==> src/core/iss_pkg.sv <==
package iss_pkg;
  // ==========================================================
  // timing
  localparam int CLK_HZ = 10_000_000;
  localparam int BLINK_HZ = 1;
  localparam int BLINK_HALF_CYCLES = CLK_HZ / (2 * BLINK_HZ);
  localparam longint WARN_MINUTES = 30;
  localparam logic [34:0] WARN_CYCLES = 35'(WARN_MINUTES * 60 * CLK_HZ);
  localparam int FLASH_SLOTS = 20;
  // ==========================================================
  // register map
  localparam logic [7:0] REG_CTRL = 8'h00;
  localparam logic [7:0] REG_STATUS = 8'h04;
  localparam logic [7:0] REG_IRQ_STAT = 8'h08;
  localparam logic [7:0] REG_IRQ_CLR = 8'h0C;
  localparam logic [7:0] REG_IRQ_EN = 8'h10;
  localparam int CTRL_VARIANT = 0;
  localparam logic CTRL_VARIANT_RESET = 1'b0;
  localparam logic [4:0] IRQ_EN_RESET = 5'h00;
  localparam int IRQ_W = 5;
  localparam int IRQ_WARN = 0;
  localparam int IRQ_SHUT = 1;
  localparam int IRQ_ERR = 2;
  localparam int IRQ_FORCED = 3;
  localparam int IRQ_LOCKOUT = 4;
  localparam int ST_CODE_LSB = 8;
  localparam logic [1:0] RESP_OKAY = 2'h0;
  localparam logic [1:0] RESP_SLVERR = 2'h2;
  // ==========================================================
  // types
  typedef enum logic [3:0] {
    CODE_NONE = 4'h0, CODE_OUT_A = 4'h1, CODE_OUT_B = 4'h2,
    CODE_CROSS = 4'h3, CODE_TEMP = 4'h4, CODE_ACTUATOR = 4'h5,
    CODE_INTERNAL = 4'h6, CODE_LOCK_MECH = 4'h7, CODE_VOLT = 4'h8
  } iss_code_t;
  typedef enum logic [1:0] {
    GUARD_OPEN = 2'b00, GUARD_CLOSED = 2'b01, GUARD_LOCKED = 2'b10
  } iss_guard_t;
  typedef struct packed {
    logic lockCmd;
    logic safetyInA;
    logic safetyInB;
    logic actuatorOk;
    logic guardClosed;
    logic lockEngaged;
    logic forcedOpen;
    logic faultOutA;
    logic faultOutB;
    logic crossShort;
    logic overTemp;
    logic voltFault;
    logic actuatorFault;
    logic internalErr;
    logic lockMechErr;
    logic deviceDefect;
  } iss_pins_t;
  typedef struct packed {
    logic green;
    logic yellow;
    logic red;
  } iss_led_t;
endpackage : iss_pkg

==> src/core/iss_sync.sv <==
`timescale 1ns/1ps
module iss_sync #(
  parameter int WIDTH = 16
) (
  // clock and reset
  input wire logic sys_clk,
  input wire logic reset,
  // level crossing
  input wire logic [WIDTH-1:0] asyncIn,
  output logic [WIDTH-1:0] syncOut
);
  logic [WIDTH-1:0] stage1;

  // stage1 is read by syncOut only
  always_ff @(posedge sys_clk) begin
    if (reset) begin
      stage1 <= '0;
      syncOut <= '0;
    end else begin
      stage1 <= asyncIn;
      syncOut <= stage1;
    end
  end
endmodule : iss_sync

==> src/core/iss_flasher.sv <==
`timescale 1ns/1ps
module iss_flasher
  import iss_pkg::*;
#(
  parameter int HALF_CYCLES = BLINK_HALF_CYCLES
) (
  // clock and reset
  input wire logic sys_clk,
  input wire logic reset,
  // code to show
  input iss_code_t code,
  // patterns
  output logic blink,
  output logic pulse
);
  localparam int CW = $clog2(HALF_CYCLES + 1);
  if (HALF_CYCLES < 2) begin : g_chk
    $error("flasher half period too short");
  end

  logic [CW-1:0] tickCnt;
  logic [CW-1:0] next_tickCnt;
  logic [4:0] slot;
  logic [4:0] next_slot;
  logic next_blink;
  logic next_pulse;
  logic tick;

  // pulses sit on even half periods, a pause fills the frame tail
  always_comb begin
    tick = tickCnt == CW'(HALF_CYCLES - 1);
    next_tickCnt = tick ? '0 : tickCnt + 1'b1;
    next_blink = tick ? ~blink : blink;
    next_slot = slot;
    if (tick) begin
      next_slot = (slot == 5'(FLASH_SLOTS - 1)) ? 5'h0 : slot + 5'h1;
    end
    next_pulse = (code != CODE_NONE) && !slot[0] && (slot[4:1] < code);
  end

  always_ff @(posedge sys_clk) begin
    if (reset) begin
      tickCnt <= '0;
      slot <= 5'h0;
      blink <= 1'b0;
      pulse <= 1'b0;
    end else begin
      tickCnt <= next_tickCnt;
      slot <= next_slot;
      blink <= next_blink;
      pulse <= next_pulse;
    end
  end
endmodule : iss_flasher

==> src/core/iss_top.sv <==
// The implementer's own choices: the address map and register access over AXI4-Lite.
`timescale 1ns/1ps
module iss_top
  import iss_pkg::*;
#(
  parameter logic [34:0] WARN_LIMIT = WARN_CYCLES,
  parameter int HALF_CYCLES = BLINK_HALF_CYCLES
) (
  // clock and reset
  input wire logic sys_clk,
  input wire logic reset,
  // device pins
  input iss_pins_t pins,
  output logic lockEngage,
  output logic safety_output_a,
  output logic safety_output_b,
  output logic diagOut,
  output iss_led_t leds,
  output logic irq,
  // axi4-lite write
  input wire logic [7:0] awaddr,
  input wire logic awvalid,
  output logic awready,
  input wire logic [31:0] wdata,
  input wire logic [3:0] wstrb,
  input wire logic wvalid,
  output logic wready,
  output logic [1:0] bresp,
  output logic bvalid,
  input wire logic bready,
  // axi4-lite read
  input wire logic [7:0] araddr,
  input wire logic arvalid,
  output logic arready,
  output logic [31:0] rdata,
  output logic [1:0] rresp,
  output logic rvalid,
  input wire logic rready
);
  if (WARN_LIMIT < 35'd2) begin : g_chk
    $error("warning limit too short");
  end

  // ==========================================================
  // pin synchronisers and flash patterns
  iss_pins_t sIn;
  logic blink;
  logic pulse;
  iss_code_t code;

  iss_sync #(.WIDTH($bits(iss_pins_t))) u_sync (
    .sys_clk(sys_clk),
    .reset(reset),
    .asyncIn(pins),
    .syncOut(sIn)
  );

  iss_flasher #(.HALF_CYCLES(HALF_CYCLES)) u_flash (
    .sys_clk(sys_clk),
    .reset(reset),
    .code(code),
    .blink(blink),
    .pulse(pulse)
  );

  // ==========================================================
  // supervisor state
  logic variant;
  logic warnActive, shutLatch, errLatch, lockout, forced;
  logic [34:0] warnCnt;
  iss_code_t next_code, curCode;
  logic next_warnActive, next_shutLatch, next_errLatch;
  logic next_lockout, next_forced, next_lockEngage;
  logic [34:0] next_warnCnt;
  logic next_outA, next_outB, next_diag;
  iss_led_t next_leds;
  iss_guard_t guard;
  logic warnNow, errNow, lockoutNow, bothIn, enBase, canEnable;
  logic enabled, warnExpire;

  always_comb begin
    warnNow = sIn.faultOutA | sIn.faultOutB | sIn.crossShort |
              sIn.overTemp | sIn.voltFault;
    errNow = sIn.actuatorFault | sIn.internalErr | sIn.lockMechErr |
             sIn.deviceDefect;
    lockoutNow = (sIn.faultOutA & sIn.faultOutB) | sIn.crossShort;
    bothIn = sIn.safetyInA & sIn.safetyInB;
    if (!sIn.guardClosed) begin
      guard = GUARD_OPEN;
    end else if (sIn.lockEngaged) begin
      guard = GUARD_LOCKED;
    end else begin
      guard = GUARD_CLOSED;
    end
    next_lockEngage = !sIn.lockCmd && sIn.actuatorOk;
    // variant 0 needs the bolt, variant 1 only a closed guard
    if (variant) begin
      enBase = sIn.guardClosed && sIn.actuatorOk;
    end else begin
      enBase = guard == GUARD_LOCKED && sIn.actuatorOk;
    end
    canEnable = enBase && !shutLatch && !errLatch && !errNow &&
                !lockout && !forced && !sIn.forcedOpen;
    next_outA = canEnable && sIn.safetyInA;
    next_outB = canEnable && sIn.safetyInB;
    enabled = safety_output_a | safety_output_b;
    next_warnActive = warnNow;
    // any gap in the warning restarts the full delay
    warnExpire = warnNow && enabled && warnCnt == WARN_LIMIT - 35'd1;
    if (warnNow && enabled && !shutLatch) begin
      next_warnCnt = warnExpire ? warnCnt : warnCnt + 35'd1;
    end else begin
      next_warnCnt = '0;
    end
    // set beats clear in the same cycle
    next_shutLatch = shutLatch;
    if (!sIn.guardClosed && !warnNow) begin
      next_shutLatch = 1'b0;
    end
    if (warnExpire) begin
      next_shutLatch = 1'b1;
    end
    next_errLatch = errLatch;
    if (!sIn.guardClosed && !errNow) begin
      next_errLatch = 1'b0;
    end
    if (errNow) begin
      next_errLatch = 1'b1;
    end
    // only a power cycle (reset) ends the lock-out
    next_lockout = lockout | lockoutNow;
    next_forced = forced | sIn.forcedOpen;
    if (sIn.crossShort) begin
      curCode = CODE_CROSS;
    end else if (sIn.faultOutA) begin
      curCode = CODE_OUT_A;
    end else if (sIn.faultOutB) begin
      curCode = CODE_OUT_B;
    end else if (sIn.overTemp) begin
      curCode = CODE_TEMP;
    end else if (sIn.actuatorFault) begin
      curCode = CODE_ACTUATOR;
    end else if (sIn.internalErr) begin
      curCode = CODE_INTERNAL;
    end else if (sIn.lockMechErr) begin
      curCode = CODE_LOCK_MECH;
    end else if (sIn.voltFault) begin
      curCode = CODE_VOLT;
    end else begin
      curCode = CODE_NONE;
    end
    if (curCode != CODE_NONE) begin
      next_code = curCode;
    end else if (shutLatch || errLatch) begin
      next_code = code;
    end else begin
      next_code = CODE_NONE;
    end
    next_diag = sIn.guardClosed && (sIn.lockCmd || sIn.lockEngaged) &&
                !warnNow && !errNow && !shutLatch && !errLatch &&
                !lockout && !forced;
    next_leds.green = (bothIn && !forced) ? 1'b1 : blink;
    unique case (guard)
      GUARD_OPEN: next_leds.yellow = 1'b0;
      GUARD_CLOSED: next_leds.yellow = blink;
      GUARD_LOCKED: next_leds.yellow = 1'b1;
    endcase
    if (!bothIn) begin
      next_leds.red = 1'b0;
    end else if (sIn.deviceDefect) begin
      next_leds.red = 1'b1;
    end else begin
      next_leds.red = (code != CODE_NONE) && pulse;
    end
    if (forced) begin
      next_leds = '{green: blink, yellow: blink, red: blink};
    end
  end

  // ==========================================================
  // register bus and interrupts
  logic awHeld, wHeld, next_awHeld, next_wHeld;
  logic [7:0] awAddr, next_awAddr;
  logic [31:0] wData, next_wData, next_rdata;
  logic wStrb0, next_wStrb0;
  logic next_awready, next_wready, next_bvalid, next_arready, next_rvalid;
  logic [1:0] next_bresp, next_rresp;
  logic next_variant, next_irq;
  logic [IRQ_W-1:0] irqStat, irqEn, next_irqStat, next_irqEn;
  logic [IRQ_W-1:0] irqClr, irqEv;
  logic [31:0] statusWord;

  always_comb begin
    statusWord = '0;
    statusWord[7:0] = {1'b0, forced, lockout, errLatch, shutLatch,
                       warnActive, safety_output_b, safety_output_a};
    statusWord[ST_CODE_LSB+:4] = code;
    next_awHeld = awHeld;
    next_awAddr = awAddr;
    next_wHeld = wHeld;
    next_wData = wData;
    next_wStrb0 = wStrb0;
    next_bvalid = bvalid;
    next_bresp = bresp;
    next_variant = variant;
    next_irqEn = irqEn;
    irqClr = '0;
    if (awvalid && awready) begin
      next_awHeld = 1'b1;
      next_awAddr = awaddr;
    end
    if (wvalid && wready) begin
      next_wHeld = 1'b1;
      next_wData = wdata;
      next_wStrb0 = wstrb[0];
    end
    if (bvalid && bready) begin
      next_bvalid = 1'b0;
    end
    if (awHeld && wHeld && !bvalid) begin
      next_awHeld = 1'b0;
      next_wHeld = 1'b0;
      next_bvalid = 1'b1;
      next_bresp = RESP_OKAY;
      case (awAddr)
        REG_CTRL: if (wStrb0) next_variant = wData[CTRL_VARIANT];
        REG_IRQ_CLR: if (wStrb0) irqClr = wData[IRQ_W-1:0];
        REG_IRQ_EN: if (wStrb0) next_irqEn = wData[IRQ_W-1:0];
        REG_STATUS, REG_IRQ_STAT: next_bresp = RESP_OKAY;
        default: next_bresp = RESP_SLVERR;
      endcase
    end
    next_awready = !next_awHeld;
    next_wready = !next_wHeld;
    next_rvalid = rvalid;
    next_rdata = rdata;
    next_rresp = rresp;
    if (rvalid && rready) begin
      next_rvalid = 1'b0;
    end
    if (arvalid && arready) begin
      next_rvalid = 1'b1;
      next_rresp = RESP_OKAY;
      case (araddr)
        REG_CTRL: next_rdata = 32'(variant);
        REG_STATUS: next_rdata = statusWord;
        REG_IRQ_STAT: next_rdata = 32'(irqStat);
        REG_IRQ_EN: next_rdata = 32'(irqEn);
        REG_IRQ_CLR: next_rdata = 32'h0000_0000;
        default: begin
          next_rdata = 32'h0000_0000;
          next_rresp = RESP_SLVERR;
        end
      endcase
    end
    next_arready = !next_rvalid;
    irqEv = '0;
    irqEv[IRQ_WARN] = warnNow & ~warnActive;
    irqEv[IRQ_SHUT] = next_shutLatch & ~shutLatch;
    irqEv[IRQ_ERR] = next_errLatch & ~errLatch;
    irqEv[IRQ_FORCED] = next_forced & ~forced;
    irqEv[IRQ_LOCKOUT] = next_lockout & ~lockout;
    // a new event survives a clear in the same cycle
    next_irqStat = (irqStat & ~irqClr) | irqEv;
    next_irq = |(next_irqStat & next_irqEn);
  end

  always_ff @(posedge sys_clk) begin
    if (reset) begin
      warnActive <= 1'b0;
      shutLatch <= 1'b0;
      errLatch <= 1'b0;
      lockout <= 1'b0;
      forced <= 1'b0;
      warnCnt <= '0;
      code <= CODE_NONE;
      lockEngage <= 1'b0;
      safety_output_a <= 1'b0;
      safety_output_b <= 1'b0;
      diagOut <= 1'b0;
      leds <= '0;
      awHeld <= 1'b0;
      awAddr <= 8'h00;
      wHeld <= 1'b0;
      wData <= 32'h0000_0000;
      wStrb0 <= 1'b0;
      awready <= 1'b1;
      wready <= 1'b1;
      bvalid <= 1'b0;
      bresp <= RESP_OKAY;
      arready <= 1'b1;
      rvalid <= 1'b0;
      rdata <= 32'h0000_0000;
      rresp <= RESP_OKAY;
      variant <= CTRL_VARIANT_RESET;
      irqEn <= IRQ_EN_RESET;
      irqStat <= '0;
      irq <= 1'b0;
    end else begin
      warnActive <= next_warnActive;
      shutLatch <= next_shutLatch;
      errLatch <= next_errLatch;
      lockout <= next_lockout;
      forced <= next_forced;
      warnCnt <= next_warnCnt;
      code <= next_code;
      lockEngage <= next_lockEngage;
      safety_output_a <= next_outA;
      safety_output_b <= next_outB;
      diagOut <= next_diag;
      leds <= next_leds;
      awHeld <= next_awHeld;
      awAddr <= next_awAddr;
      wHeld <= next_wHeld;
      wData <= next_wData;
      wStrb0 <= next_wStrb0;
      awready <= next_awready;
      wready <= next_wready;
      bvalid <= next_bvalid;
      bresp <= next_bresp;
      arready <= next_arready;
      rvalid <= next_rvalid;
      rdata <= next_rdata;
      rresp <= next_rresp;
      variant <= next_variant;
      irqEn <= next_irqEn;
      irqStat <= next_irqStat;
      irq <= next_irq;
    end
  end
endmodule : iss_top

==> config.mk <==
export PLATFORM = sky130hd
export DESIGN_NAME = iss_top
export DESIGN_NICKNAME = d
export VERILOG_FILES = /design/src/core/iss_pkg.sv /design/src/core/iss_sync.sv /design/src/core/iss_flasher.sv /design/src/core/iss_top.sv
export SDC_FILE = /design/constraint.sdc
export NUM_CORES = 1
export LEC_CHECK = 0
export BUFFER_PORTS_ARGS = -buffer_cell sky130_fd_sc_hd__buf_2
export CORE_MARGIN = 5
export CORE_UTILIZATION = 45
export DETAILED_ROUTE_END_ITERATION = 12
export PLACE_DENSITY = 0.72
export SYNTH_ARGS = -nofsm -noshare
export SYNTH_HDL_FRONTEND = slang
export SYNTH_SLANG_ARGS = --single-unit
==> constraint.sdc <==
create_clock -name sys_clk -period 4.4 [get_ports sys_clk]
set_input_delay 1.1 -clock sys_clk [delete_from_list [all_inputs] [get_ports sys_clk]]
set_output_delay 1.1 -clock sys_clk [all_outputs]
set_load 0.05 [all_outputs]
==> flow_summary.ini <==
[layout]
drive_above_1_share = 0.136
areaGrowthSynthToFinish_pct = 14.8
final_common_cell = dfxtp_1
antennaDiodeCount = 0
fillers = 1337
fin_util = 0.524
nNetsFinal = 912
final_cell_mix = dfxtp_1, nor2_1, nand2_1, buf_2, a21oi_1

[synth]
synth_seq_area_share = 0.482
syn_inst = 767
synth_ff_type = dfxtp_1
synth-edff-count = 0
ys_types = 53
synth_warnings = 0
synthesis.area_mm2 = 0.00661
synthArstFlopShare = 0
ys_ff_latch = 159
syn_avg_cell_area_um2 = 8.61

[floorplanning]
core_area_mm2 = 0.0145
io-pin-count = 124
rows = 44
die_h_um = 131
dieArea_mm2 = 0.0172
die_w_um = 131
start_util = 0.456

[timing]
fmax_mhz = 371
hold_viol_final = 0
rsz0062_at_grt = no
min_period_over_period = 0.613
clock_skew_ps = 6.96
maxSlewHeadroom = 0.399
period_needed_ps = 2700
worstMarginPinSlew_ps = 902
maxSlewViolCount = 0
final-setup-viol-count = 0
finalSetupTns_ps = 0

[pwr]
irDropWorstVdd_v = 0.000278
power.density_mw_per_mm2 = 415
leakage_nw = 2.79

[cts]
cts.sinks = 159
root_buffer = clkbuf_16
numCtsBuffers = 17
clk_pin_slew_worst_paths_ps = 70
hold_buffers = 0
tritoncts = built
clk_latency_ps = 430
post_cts_resized = 0
h-tree-depth = 4
cts_buffer_depth = 2
post-cts-setup-buffers = 0

[route]
antenna_left = 0
drt_iter0_markers = 372
viasPerCell = 5.16
drt_pre_antenna_iters = 5
wl_per_cell_um = 13.2
dr_total_vias = 5304
wl_um = 13500
drc = 0

[critical_path]
worstPathRequired_ps = 4750
critical_path.max_fanout = 5
start_kind = input port
end_kind = flop
arrival_ps = 3050
worstSetupPathType = in -> reg

[grt]
grt-ovfl-total = 0
grt_max_degree = 93
grt_pass1_vias = 4839
grt_pass1_wl_um = 23100
antenna_found_initial = 0
grt_use_total = 0.160

[job]
max_cap_viol_count = 0

[outcome]
run_status = finished clean

[hold_path]
min_path_type = reg -> reg

[placed_design]
place_congestion = 0.826
port_buffers = 70
dp_hpwl_um = 9450
[state kept, by name (all words and copies together), names as in the netlist, 3 cells and up]
name and flops:
awAddr 8, u_sync.syncOut 16, u_flash.tickCnt 23, rdata 11, u_sync.stage1 16, irqStat 5
warnCnt 35, wData 5, u_flash.slot 5, code 4, irqEn 5, leds 3
[cell type report]
class,instances,area [um^2],share of cell area
Timing Repair Buffer,74,380,0.0501
Inverter,31,116,0.0153
Clock buffer,18,439,0.0579
Multi-Input combinational cell,548,3090,0.407
Sequential cell,159,3180,0.420
Tap cell,184,230,0.0304
Clock inverter,14,145,0.0191
[per-layer routing]
layer  share of wire  global-route usage  up-vias
met5               0                   0        -
met4           0.013              0.0647        0
met3           0.055              0.0436       15
met2            0.46               0.249      131
met1            0.47               0.212     2426
li1                -                   -     2732
[path summary, 6_finish.rpt]
| check | start | to | slack [ps] | cells after the start |
|---|---|---|---|---|
| min reg2reg | u_sync.syncOut[15] | lockEngage | 400 | 1 |
| max | araddr[0] | rdata[4] | 1700 | 6 |
| max reg2reg | u_flash.tickCnt[0] | u_flash.tickCnt[14] | 1920 | 6 |
| min | u_sync.syncOut[15] | lockEngage | 400 | 1 |
[report_power, final]
group | switching (W) | total [W] | leakage (nW) | internal, W
combinational | 0.000140 | 0.000201 | 1.21 | 0.0000607
clock | 0.000626 | 0.00144 | 0.284 | 0.000814
sequential | 0.0000287 | 0.00151 | 1.30 | 0.00148
total | 0.000795 | 0.00315 | 2.79 | 0.00236
[synth_stat cells, types with 3 or more instances]
| cell type | count | area, um^2 |
|---|---|---|
| ha_1 | 6 | 75.1 |
| or2_2 | 3 | 18.8 |
| nor4_1 | 20 | 125 |
| inv_1 | 31 | 116 |
| buf_4 | 24 | 180 |
| nor4b_1 | 3 | 26.3 |
| nor2_1 | 79 | 297 |
| and3_1 | 6 | 37.5 |
| buf_1 | 3 | 11.3 |
| nand3_1 | 28 | 140 |
| o21ai_0 | 25 | 125 |
| a21oi_1 | 67 | 335 |
| xnor2_1 | 29 | 254 |
| dfxtp_1 | 159 | 3180 |
| nor2b_1 | 38 | 238 |
| o31ai_1 | 8 | 60.1 |
| nand2_1 | 77 | 289 |
| xor2_1 | 9 | 78.8 |
| o22ai_1 | 5 | 31.3 |
| or4_1 | 14 | 105 |
| a22o_1 | 5 | 43.8 |
| nor3_1 | 25 | 125 |
| nand4b_1 | 4 | 35.0 |
| nand4_1 | 9 | 56.3 |
| and4_1 | 5 | 43.8 |
| and2_1 | 6 | 37.5 |
| mux2i_1 | 8 | 80.1 |
| or3_1 | 12 | 75.1 |
| clkbuf_1 | 21 | 78.8 |
| nand2b_1 | 6 | 37.5 |
[worst max-delay path, stage by stage]
cell and delay (ps):
buf_2 90, or4_1 620, nor4_1 750, a22o_1 220, o21ai_0 90, a21oi_1 180
[logic make-up (layout without fill, tap and decap cells)]
logic type | count (synthesis) | in the layout | share of synthesized area
muxes | 8 | 8 | 0.0121
xor gates and xnor gates | 38 | 38 | 0.0504
other | 1 | 23 | 0.000568
and+or+nand+nor | 348 | 348 | 0.272
adders and majority gates | 7 | 7 | 0.0129
buffers and inverters | 82 | 137 | 0.0627
AOI/OAI and AO/OA | 124 | 124 | 0.108
DFF | 159 | 159 | 0.482
[per-stage QoR]
stage,instance area (um^2),instances,hold WS (ps),setup slack (ps),power (W)
6_report,7580,1028,405,1700,0.00315
2_1_floorplan,6690,789,392,1620,0.00170
3_3_place_gp,7000,996,410,1300,0.00174
4_1_cts,7580,1028,411,1740,0.00319
3_5_place_dp,7000,996,408,1290,0.00174
5_1_grt,7580,1028,427,1530,0.00329
Power figures use the tool's default switching activity.
